## src/design/ascr_consts.svh

```systemverilog
// Register offsets, field positions and reset values for the converter configuration bank.
// Assumes byte-wide register access over the device configuration port.
`ifndef ASCR_CONSTS_SVH
`define ASCR_CONSTS_SVH

// ****************************************
// Register byte addresses
// ****************************************
`define ASCR_ADDR_W            12
`define ASCR_ADDR_CLK_CTRL0    12'h0_029
`define ASCR_ADDR_EDGE_POS_HI  12'h0_02c
`define ASCR_ADDR_EDGE_POS_MID 12'h0_02d
`define ASCR_ADDR_EDGE_POS_LO  12'h0_02e
`define ASCR_ADDR_FSR_A_HI     12'h0_030
`define ASCR_ADDR_FSR_A_LO     12'h0_031
`define ASCR_ADDR_FSR_B_HI     12'h0_032
`define ASCR_ADDR_FSR_B_LO     12'h0_033
`define ASCR_ADDR_REF_BYPASS   12'h0_038
`define ASCR_ADDR_TSTAMP_CTRL  12'h0_03b
`define ASCR_ADDR_PRE_EMPH     12'h0_048

// ****************************************
// Reset values and field positions
// ****************************************
`define ASCR_FSR_RESET         16'ha000
`define ASCR_BYTE_RESET        8'h00
`define ASCR_BIT_REF_BYPASS    0
`define ASCR_BIT_TS_RECV_EN    0
`define ASCR_BIT_TS_LVPECL     1
`define ASCR_BIT_MAGNIFY       4
`define ASCR_PE_W              4
`define ASCR_SEL_W             4
`define ASCR_LANES             16
`define ASCR_UNMAPPED_READ     8'h00

`endif

```

## src/design/ascr_pkg.sv

```systemverilog
// Types shared by the converter configuration bank.
// Assumes ascr_consts.svh is on the include path.
`include "ascr_consts.svh"

package ascr_pkg;

  // ****************************************
  // Register access and control carriers
  // ****************************************
  typedef struct packed {
    logic                      wr;
    logic                      rd;
    logic [`ASCR_ADDR_W-1:0]   addr;
    logic [7:0]                wdata;
  } ascr_req_s;

  typedef struct packed {
    logic [15:0]               fsr_a;
    logic [15:0]               fsr_b;
    logic                      ref_bypass;
    logic                      ts_recv_en;
    logic                      ts_lvpecl;
    logic                      magnify;
    logic                      auto_cal;
    logic [`ASCR_SEL_W-1:0]    delay_sel;
  } ascr_ctrl_s;

  typedef logic [`ASCR_LANES-1:0][`ASCR_PE_W-1:0] ascr_lane_pe_t;

endpackage

```

## src/design/ascr_edge_capture.sv

```systemverilog
// Captures the SYSREF edge-position status word for readback.
// Assumes the raw position sampler delivers a fine and a coarse word with a strobe.
`timescale 1ns/1ps

module ascr_edge_capture (
  input  wire logic        i_clk,
  input  wire logic        i_rst_n,
  input  wire logic        i_pos_valid,
  input  wire logic [23:0] i_pos_fine,
  input  wire logic [23:0] i_pos_coarse,
  input  wire logic        i_magnify,
  output logic [23:0]      o_pos
);
  import ascr_pkg::*;

  // status capture
  // Undefined at reset in the device; zero here keeps simulation clean.
  always_ff @(posedge i_clk or negedge i_rst_n) begin
    if (!i_rst_n) begin
      o_pos <= 24'h00_0000;
    end else if (i_pos_valid) begin
      o_pos <= i_magnify ? i_pos_fine : i_pos_coarse;
    end
  end

endmodule

```

## src/design/ascr_config_regs.sv

```systemverilog
// Byte-wide configuration and status bank for the converter analog and serializer controls.
// Assumes a synchronous byte port: one-cycle write or read strobes with address and data.
//
// Contract
// - Read-only 24-bit SYSREF edge position over three byte addresses.
// - Input A full-scale code, 16-bit RW, resets to 0xA000.
// - Input B full-scale code, same reset and mapping as A.
// - Reference bypass bit 0 selects supply as reference.
// - Timestamp control bit 1 selects LVPECL mode, reset zero.
// - Timestamp control bit 0 enables receiver, reset zero.
// - Four-bit pre-emphasis drives all 16 lanes, reset zero.
// - Magnify control changes edge position resolution.
// - Delay select zero means automatic SYSREF calibration.
`timescale 1ns/1ps
`include "ascr_consts.svh"

module ascr_config_regs (
  input  wire logic                    i_clk,
  input  wire logic                    i_nrst,
  input  wire ascr_pkg::ascr_req_s     i_req,
  input  wire logic                    i_pos_valid,
  input  wire logic [23:0]             i_pos_fine,
  input  wire logic [23:0]             i_pos_coarse,
  output ascr_pkg::ascr_ctrl_s         o_ctrl,
  output ascr_pkg::ascr_lane_pe_t      o_lane_pe,
  output logic [7:0]                   o_rdata,
  output logic                         o_rvalid
);
  import ascr_pkg::*;

  // ****************************************
  // Reset release
  // ****************************************
  // Reset takes hold at once but leaves on a clock edge, so every register starts on the same cycle.
  logic rst_meta_q;
  logic rst_n_q;

  always_ff @(posedge i_clk or negedge i_nrst) begin
    if (!i_nrst) begin
      rst_meta_q <= 1'b0;
      rst_n_q    <= 1'b0;
    end else begin
      rst_meta_q <= 1'b1;
      rst_n_q    <= rst_meta_q;
    end
  end

  // ****************************************
  // Storage
  // ****************************************
  logic [15:0]            fsr_a_q;
  logic [15:0]            fsr_b_q;
  logic [7:0]             clk_ctrl0_q;
  logic [7:0]             ref_byp_q;
  logic [7:0]             ts_ctrl_q;
  logic [7:0]             pe_q;
  logic [23:0]            edge_pos;
  logic [`ASCR_PE_W-1:0]  pe_field;

  assign pe_field = pe_q[`ASCR_PE_W-1:0];

  // The two bytes of a code land one write apart and are not shadowed, so the analog side
  // briefly sees a code made of one new and one old byte.
  // input A code
  always_ff @(posedge i_clk or negedge rst_n_q) begin
    if (!rst_n_q) begin
      fsr_a_q <= `ASCR_FSR_RESET;
    end else if (i_req.wr && i_req.addr == `ASCR_ADDR_FSR_A_HI) begin
      fsr_a_q[15:8] <= i_req.wdata;
    end else if (i_req.wr && i_req.addr == `ASCR_ADDR_FSR_A_LO) begin
      fsr_a_q[7:0] <= i_req.wdata;
    end
  end

  always_ff @(posedge i_clk or negedge rst_n_q) begin
    if (!rst_n_q) begin
      fsr_b_q <= `ASCR_FSR_RESET;
    end else if (i_req.wr && i_req.addr == `ASCR_ADDR_FSR_B_HI) begin
      fsr_b_q[15:8] <= i_req.wdata;
    end else if (i_req.wr && i_req.addr == `ASCR_ADDR_FSR_B_LO) begin
      fsr_b_q[7:0] <= i_req.wdata;
    end
  end

  // Reserved bits store what is written, so readback matches the write.
  // Writes to the read-only edge position bytes or to unmapped addresses match no item and are dropped.
  always_ff @(posedge i_clk or negedge rst_n_q) begin
    if (!rst_n_q) begin
      clk_ctrl0_q <= `ASCR_BYTE_RESET;
      ref_byp_q   <= `ASCR_BYTE_RESET;
      ts_ctrl_q   <= `ASCR_BYTE_RESET;
      pe_q        <= `ASCR_BYTE_RESET;
    end else if (i_req.wr) begin
      case (i_req.addr)
        `ASCR_ADDR_CLK_CTRL0: begin
          clk_ctrl0_q <= i_req.wdata;
        end
        `ASCR_ADDR_REF_BYPASS: begin
          ref_byp_q <= i_req.wdata;
        end
        `ASCR_ADDR_TSTAMP_CTRL: begin
          ts_ctrl_q <= i_req.wdata;
        end
        `ASCR_ADDR_PRE_EMPH: begin
          pe_q <= i_req.wdata;
        end
        default: begin
          pe_q <= pe_q;
        end
      endcase
    end
  end

  // ****************************************
  // Edge position capture
  // ****************************************
  // Magnify comes from the stored byte, so the first capture after the write already uses it.
  ascr_edge_capture u_edge (
    .i_clk        (i_clk),
    .i_rst_n      (rst_n_q),
    .i_pos_valid  (i_pos_valid),
    .i_pos_fine   (i_pos_fine),
    .i_pos_coarse (i_pos_coarse),
    .i_magnify    (clk_ctrl0_q[`ASCR_BIT_MAGNIFY]),
    .o_pos        (edge_pos)
  );

  // ****************************************
  // Control outputs
  // ****************************************
  // control word
  always_ff @(posedge i_clk or negedge rst_n_q) begin
    if (!rst_n_q) begin
      // Delay select resets to zero, so the automatic calibration flag resets high to agree with it.
      o_ctrl <= '{fsr_a: `ASCR_FSR_RESET, fsr_b: `ASCR_FSR_RESET, auto_cal: 1'b1, default: '0};
    end else begin
      o_ctrl.fsr_a      <= fsr_a_q;
      o_ctrl.fsr_b      <= fsr_b_q;
      o_ctrl.ref_bypass <= ref_byp_q[`ASCR_BIT_REF_BYPASS];
      o_ctrl.ts_recv_en <= ts_ctrl_q[`ASCR_BIT_TS_RECV_EN];
      o_ctrl.ts_lvpecl  <= ts_ctrl_q[`ASCR_BIT_TS_LVPECL];
      o_ctrl.magnify    <= clk_ctrl0_q[`ASCR_BIT_MAGNIFY];
      o_ctrl.auto_cal   <= (clk_ctrl0_q[`ASCR_SEL_W-1:0] == 4'h0);
      o_ctrl.delay_sel  <= clk_ctrl0_q[`ASCR_SEL_W-1:0];
    end
  end

  // A four-bit register per lane keeps each serializer's copy local instead of routing one net to all sixteen.
  // lane fan-out
  for (genvar g = 0; g < `ASCR_LANES; g++) begin : g_lane
    always_ff @(posedge i_clk or negedge rst_n_q) begin
      if (!rst_n_q) begin
        o_lane_pe[g] <= 4'h0;
      end else begin
        o_lane_pe[g] <= pe_field;
      end
    end
  end

  // ****************************************
  // Read path
  // ****************************************
  // A read and a write in one cycle both act; the read returns the byte held before the write.
  // status readback
  always_ff @(posedge i_clk or negedge rst_n_q) begin
    if (!rst_n_q) begin
      o_rdata  <= `ASCR_UNMAPPED_READ;
      o_rvalid <= 1'b0;
    end else begin
      o_rvalid <= i_req.rd;
      if (i_req.rd) begin
        case (i_req.addr)
          `ASCR_ADDR_CLK_CTRL0: begin
            o_rdata <= clk_ctrl0_q;
          end
          `ASCR_ADDR_EDGE_POS_HI: begin
            o_rdata <= edge_pos[23:16];
          end
          `ASCR_ADDR_EDGE_POS_MID: begin
            o_rdata <= edge_pos[15:8];
          end
          `ASCR_ADDR_EDGE_POS_LO: begin
            o_rdata <= edge_pos[7:0];
          end
          `ASCR_ADDR_FSR_A_HI: begin
            o_rdata <= fsr_a_q[15:8];
          end
          `ASCR_ADDR_FSR_A_LO: begin
            o_rdata <= fsr_a_q[7:0];
          end
          `ASCR_ADDR_FSR_B_HI: begin
            o_rdata <= fsr_b_q[15:8];
          end
          `ASCR_ADDR_FSR_B_LO: begin
            o_rdata <= fsr_b_q[7:0];
          end
          `ASCR_ADDR_REF_BYPASS: begin
            o_rdata <= ref_byp_q;
          end
          `ASCR_ADDR_TSTAMP_CTRL: begin
            o_rdata <= ts_ctrl_q;
          end
          `ASCR_ADDR_PRE_EMPH: begin
            o_rdata <= pe_q;
          end
          default: begin
            o_rdata <= `ASCR_UNMAPPED_READ;
          end
        endcase
      end
    end
  end

endmodule

```

## config.mk

```make
export PLATFORM = sky130hd
export DESIGN_NAME = ascr_config_regs
export DESIGN_NICKNAME = d
export VERILOG_FILES = /design/src/design/ascr_pkg.sv /design/src/design/ascr_edge_capture.sv /design/src/design/ascr_config_regs.sv
export VERILOG_INCLUDE_DIRS = /design/src /design/src/design
export SDC_FILE = /design/constraint.sdc
export NUM_CORES = 1
export LEC_CHECK = 0
export BUFFER_PORTS_ARGS = -buffer_cell sky130_fd_sc_hd__buf_2
export CORE_MARGIN = 2
export CORE_UTILIZATION = 33
export CTS_BUF_LIST = sky130_fd_sc_hd__clkbuf_16
export CTS_CLUSTER_DIAMETER = 150
export DETAILED_ROUTE_END_ITERATION = 8
export PLACE_DENSITY_LB_ADDON = 0.05
export SYNTH_ARGS = -nofsm -noshare
export SYNTH_HDL_FRONTEND = slang
export SYNTH_HIERARCHICAL = 1
export SYNTH_SLANG_ARGS = --single-unit
```

## constraint.sdc

```tcl
create_clock -name i_clk -period 4.3 [get_ports i_clk]
set_clock_uncertainty 0.05 [all_clocks]
set_input_delay 1.29 -clock i_clk [delete_from_list [all_inputs] [get_ports i_clk]]
set_output_delay 1.29 -clock i_clk [all_outputs]
set_load 0.02 [all_outputs]
```

# --- Word level (Yosys, flattened, before mapping) ---
# Index checks and enable logic that the tools add are counted.
# Widths: inputs -> output; s select.
totals:
  mem_bits_rw: 0
  out_inout_bits: 114
  word_cells: 48
  latch_bits: 0
  reg_bits: 144
  rom_bits: 0
  mem_count: 0
  input_bits: 73
op_classes:
  n_eq_ne: 11
  shifts: 0
  order_cmp: 0
  add_sub_neg: 0
  div: 0
  muxes: 2
  reduce_logical: 11
  bitwise: 2
  mul: 0
ops:
  columns: ["op", "count"]
  rows:
  - ["$eq 12x6->1 const B", 10]
  - ["$pmux 8 s11", 1]
  - ["$mux 24", 1]
  - ["$eq 12x7->1 const B", 1]
  - ["$reduce_and 2->1", 6]
  - ["$logic_and 1x1->1", 4]
  - ["$logic_not 4->1", 1]
  - ["$not 1->1", 2]

# --- Logic depth before layout (Yosys ltp) ---
logic_depth:
  depth_word: 4
  ltp_mapped: 7
  mapped_depth_nobuf: 5

# --- Modules after synthesis ---
# Netlist, hierarchy kept.
by_module_without_submodules:
  columns: ["module", "seq_area_each_um2", "cells_each", "instances", "area_per_inst_um2"]
  rows:
  - ["ascr_config_regs", 3014.1, 418, 1, 5398.9]
  - ["ascr_edge_capture", 600.6, 104, 1, 1124.8]

# --- Worst setup path before layout ---
# OpenSTA, ideal clock, no wires.
synth_path:
  kind: "input-to-reg"
  from: "input i_req[15] (netlist name)"
  to: "register ts_ctrl_q[1]"
  setup_time_ns: 0.125
  arrival_time_ns: 2.843
  path_buffers: 0
  t_required_ns: 4.125
  stages: 5
  setup_slack_ns: 1.282
  cell_sequence: "or4_4 > nor2_2 > nand3_1 > nor4_4 > mux2_2"
synth_between:
  elab_chain_len: 2
synth_rtl:
  columns: ["element", "line_no", "text"]
  rows:
  - ["start, declared", "ascr_config_regs.sv:20", "input wire ascr_pkg::ascr_req_s i_req,"]
  - ["$eq 12x6->1", "ascr_config_regs.sv:94", "case (i_req.addr)"]
  - ["$reduce_and 2->1 (no source line)", null, null]
  - ["end signal, assigned", "ascr_config_regs.sv:91", "ts_ctrl_q <= `ASCR_BYTE_RESET;"]
  - ["end signal, assigned", "ascr_config_regs.sv:102", "ts_ctrl_q <= i_req.wdata;"]
  - ["end, declared", "ascr_config_regs.sv:55", "logic [7:0] ts_ctrl_q;"]
# No other way between the ends.
# A chain may end at the register's enable or synchronous reset.

# --- Worst setup path after layout ---
layout_path:
  from: "input i_req[9] (netlist name)"
  to: "register clk_ctrl0_q[5]"
layout_between:
  elab_chain_len: 2
layout_rtl:
  columns: ["element", "line_no", "text"]
  rows:
  - ["$eq 12x6->1", "ascr_config_regs.sv:94", null]
  - ["$reduce_and 2->1 (no source line)", null, null]
  - ["end signal, assigned", "ascr_config_regs.sv:89", "clk_ctrl0_q <= `ASCR_BYTE_RESET;"]
  - ["end signal, assigned", "ascr_config_regs.sv:96", "clk_ctrl0_q <= i_req.wdata;"]
  - ["end, declared", "ascr_config_regs.sv:53", "logic [7:0] clk_ctrl0_q;"]
# No other way between the ends.

==> flow_summary.yaml <==
worst_setup_path:
  max_stage_delay_ns: 0.66
  crit_arrival_ns: 3.53
  worstPathMaxFanout: 19
  reg2reg_slack_ns: 2.45
  r2r_start: "fsr_a_q[12]"
  crit_start: "i_req[9]"
  worst-r2r-cell-count: 5
  r2r_end: "o_rdata[4]"
  critical-path-slowest-cell: "nor2b_1"
  endpoint_kind: "register"
  cp.required_ns: 4.56
  crit_path_start_kind: "primary input"
  crit_type: "primary input to register"
  crit_path_cell_trace: "buf_2 > nor2b_1 > nor3b_1 > nand4_1 > mux2_2"
  setup.worst_path.end: "clk_ctrl0_q[5]"
clock_network:
  post_cts_buffers: 0
  cts_resized: 0
  ctsHoldBuffers: 0
  cts_buffers: 17
  cts_max_path_buffers: 2
  clk_pin_slew_ns: 0.06
  insertion_delay_ns: 0.43
  cts.sinks: 144
  cts_htree_levels: 4
  cts_tree: "yes"
  clockRootBuffer: "clkbuf_16"
synthesis:
  synth_top_family_by_area: "multiplexers"
  syn_avg_cell_area_sq_um: 12.50
  synthXorXnorAreaFrac_pct: 0
  synth_top_cell_area_share_pct: 51.78
  yosysTopAreaCell: "dfrtp_1"
  syn_area_sq_um: 6524
  yosys_warnings: 6
  async_flop_share_pct: 100.0
  netlist_instances: 522
  muxShareOfSynthArea_pct: 16.36
  synth-seq-cells: 144
  synth_compound_area_share_pct: 9.590
  synth_area_leaders: "dfrtp_1 52%, buf_4 7.0%, mux2_2 6.0%, mux2_1 5.9%, mux2i_1 4.4%"
  yosys_most_used_dff: "dfrtp_1"
  synth.distinct_cells: 56
  yosysSeqAreaShare_pct: 55.41
  syn_nets: 595
  synthAdderAreaFrac_pct: 0
  synthSimpleGateAreaFrac_pct: 9.436
  synth_edf_count: 0
finish:
  fin_area_sq_um: 7869
  final_cell_mix: "186 x buf_2, 134 x dfrtp_1, 35 x mux2_2"
  final_common_cell: "buf_2"
  diodes: 0
  nNetsFinal: 727
  area_growth_pct: 20.62
  drive_gt1_share_pct: 42.28
route:
  wire_per_inst_um: 19.55
  ant_nets: 0
  drtIter0Drc: 274
  first_pass_iters: 5
  vias: 4620
  via_per_inst: 4.957
  drc: 0
  wirelength_mm: 18.22
global_routing:
  grt_first_pass_wirelength_mm: 27.21
  first_global_vias: 4474
  grt_use_total_pct: 18.00
  grt_antenna_before_repair: 0
  grt_max_degree: 77
  overflow: 0
timing:
  rsz0062_at_grt: "no"
  tightest_slew_ns: 0.9382
  hold_violations: 0
  fmax_mhz: 305.5
  period_share_pct: 76.12
  fin_tns_setup_ns: 0
  maxSlewViolCount: 0
  relSlewSlack_pct: 37.45
  post-route-min-period_ns: 3.273
  setup_violations: 0
pwr:
  power_density_nw_per_um2: 388.7
  power_mw: 3.059
  p_leak_nw: 4.001
  peakVddDrop_uv: 276.7
floorplanning:
  dieWidth_um: 144.6
  io_pins: 187
  die_area_sq_um: 20910
  core_sq_um: 19460
  fp.dieH_um: 144.6
  rows: 51
  start_util_pct: 33.52
flow_run:
  maxCapViolCount: 0
place:
  place_area_sq_um: 7284
  hpwlAfterDp_mm: 13.25
  port_buffers: 186
  place.gp.congestion: 0.8687
hold_path:
  hp-class: "register to register"
status:
  status: "complete, no violations"
==> synthesized netlist by cell type (3+ instances only) <==
library cell	n
dfstp_2	9
a222oi_1	5
a32oi_1	9
a22oi_1	17
buf_2	7
a2bb2oi_1	3
a22o_1	3
mux2_1	34
inv_1	3
nand3_1	9
and3_1	4
nor3_1	4
dfrtp_1	135
clkbuf_1	9
nor3b_1	3
nor2b_1	6
buf_4	61
o22ai_1	3
nor2_1	31
a21oi_1	28
o21ai_0	9
nand2_4	4
nand2_1	17
mux2i_1	29
mux2_2	35
==> stage by stage <==
stage	setup WS (ns)	hold slack, ns	std cells	util (%)
6_report	1.027	0.3070	932	40.43
5_1_grt	0.8623	0.3126	932	40.43
4_1_cts	1.023	0.3104	932	40.43
3_5_place_dp	0.5534	0.2880	900	37.43
3_3_place_gp	0.7041	0.2900	900	37.43
2_1_floorplan	1.282	0.2811	522	-
==> where the power goes <==
part | switching, mW | leakage (nW) | internal (mW)
Clock | 0.613 | 0.282 | 0.861
Combinational | 0.109 | 1.82 | 0.0626
Sequential | 0.0301 | 1.90 | 1.38
Total | 0.753 | 4.00 | 2.31
==> sequential cells by signal, indices dropped and copies added (netlist names), 8 cells and up <==
name          flops
u_edge/o_pos     24
fsr_b_q          16
o_rdata           8
ts_ctrl_q         8
pe_q              8
fsr_a_q          16
o_ctrl           41
clk_ctrl0_q       8
ref_byp_q         8
==> worst min path at each step <==
stage,cells past startpoint,from,end
after global routing,0,rst_meta_q,rst_n_q
after CTS,0,rst_meta_q,rst_n_q
after floorplan,0,rst_meta_q,rst_n_q
after global placement,0,rst_meta_q,rst_n_q
final,0,rst_meta_q,rst_n_q
after detailed placement,0,rst_meta_q,rst_n_q
==> logic make-up after synthesis <==
family / count (synthesis)
muxes: 98
buffers and inverters: 85
AOI/OAI and AO/OA: 90
other: 1
DFF: 144
and+or+nand+nor: 104
==> layout make-up <==
class / instances / area [sq um]
clock buffer: 17 / 425.4
clock inverter: 15 / 158.9
fill: 1917 / 11590
inverter: 3 / 11.26
multi-input combinational: 293 / 2312
sequential: 144 / 3618
tap: 265 / 331.6
timing repair buffer: 195 / 1011
==> critical path: cells and delay by family <==
kind                   cells  cell delay [ns]
AND/OR/NAND/NOR            3             1.57
buffers and inverters      1             0.24
multiplexers               1             0.42
==> per-layer routing <==
metal  GRT usage [%]  wire length [um]  up-vias
met5               0                 0        -
met4           7.767               492        0
met3           3.874               947       38
met2           28.69              8863      189
met1           23.71              7914     2285
li1                -                 -     2108
Power figures use the tool's default switching activity.
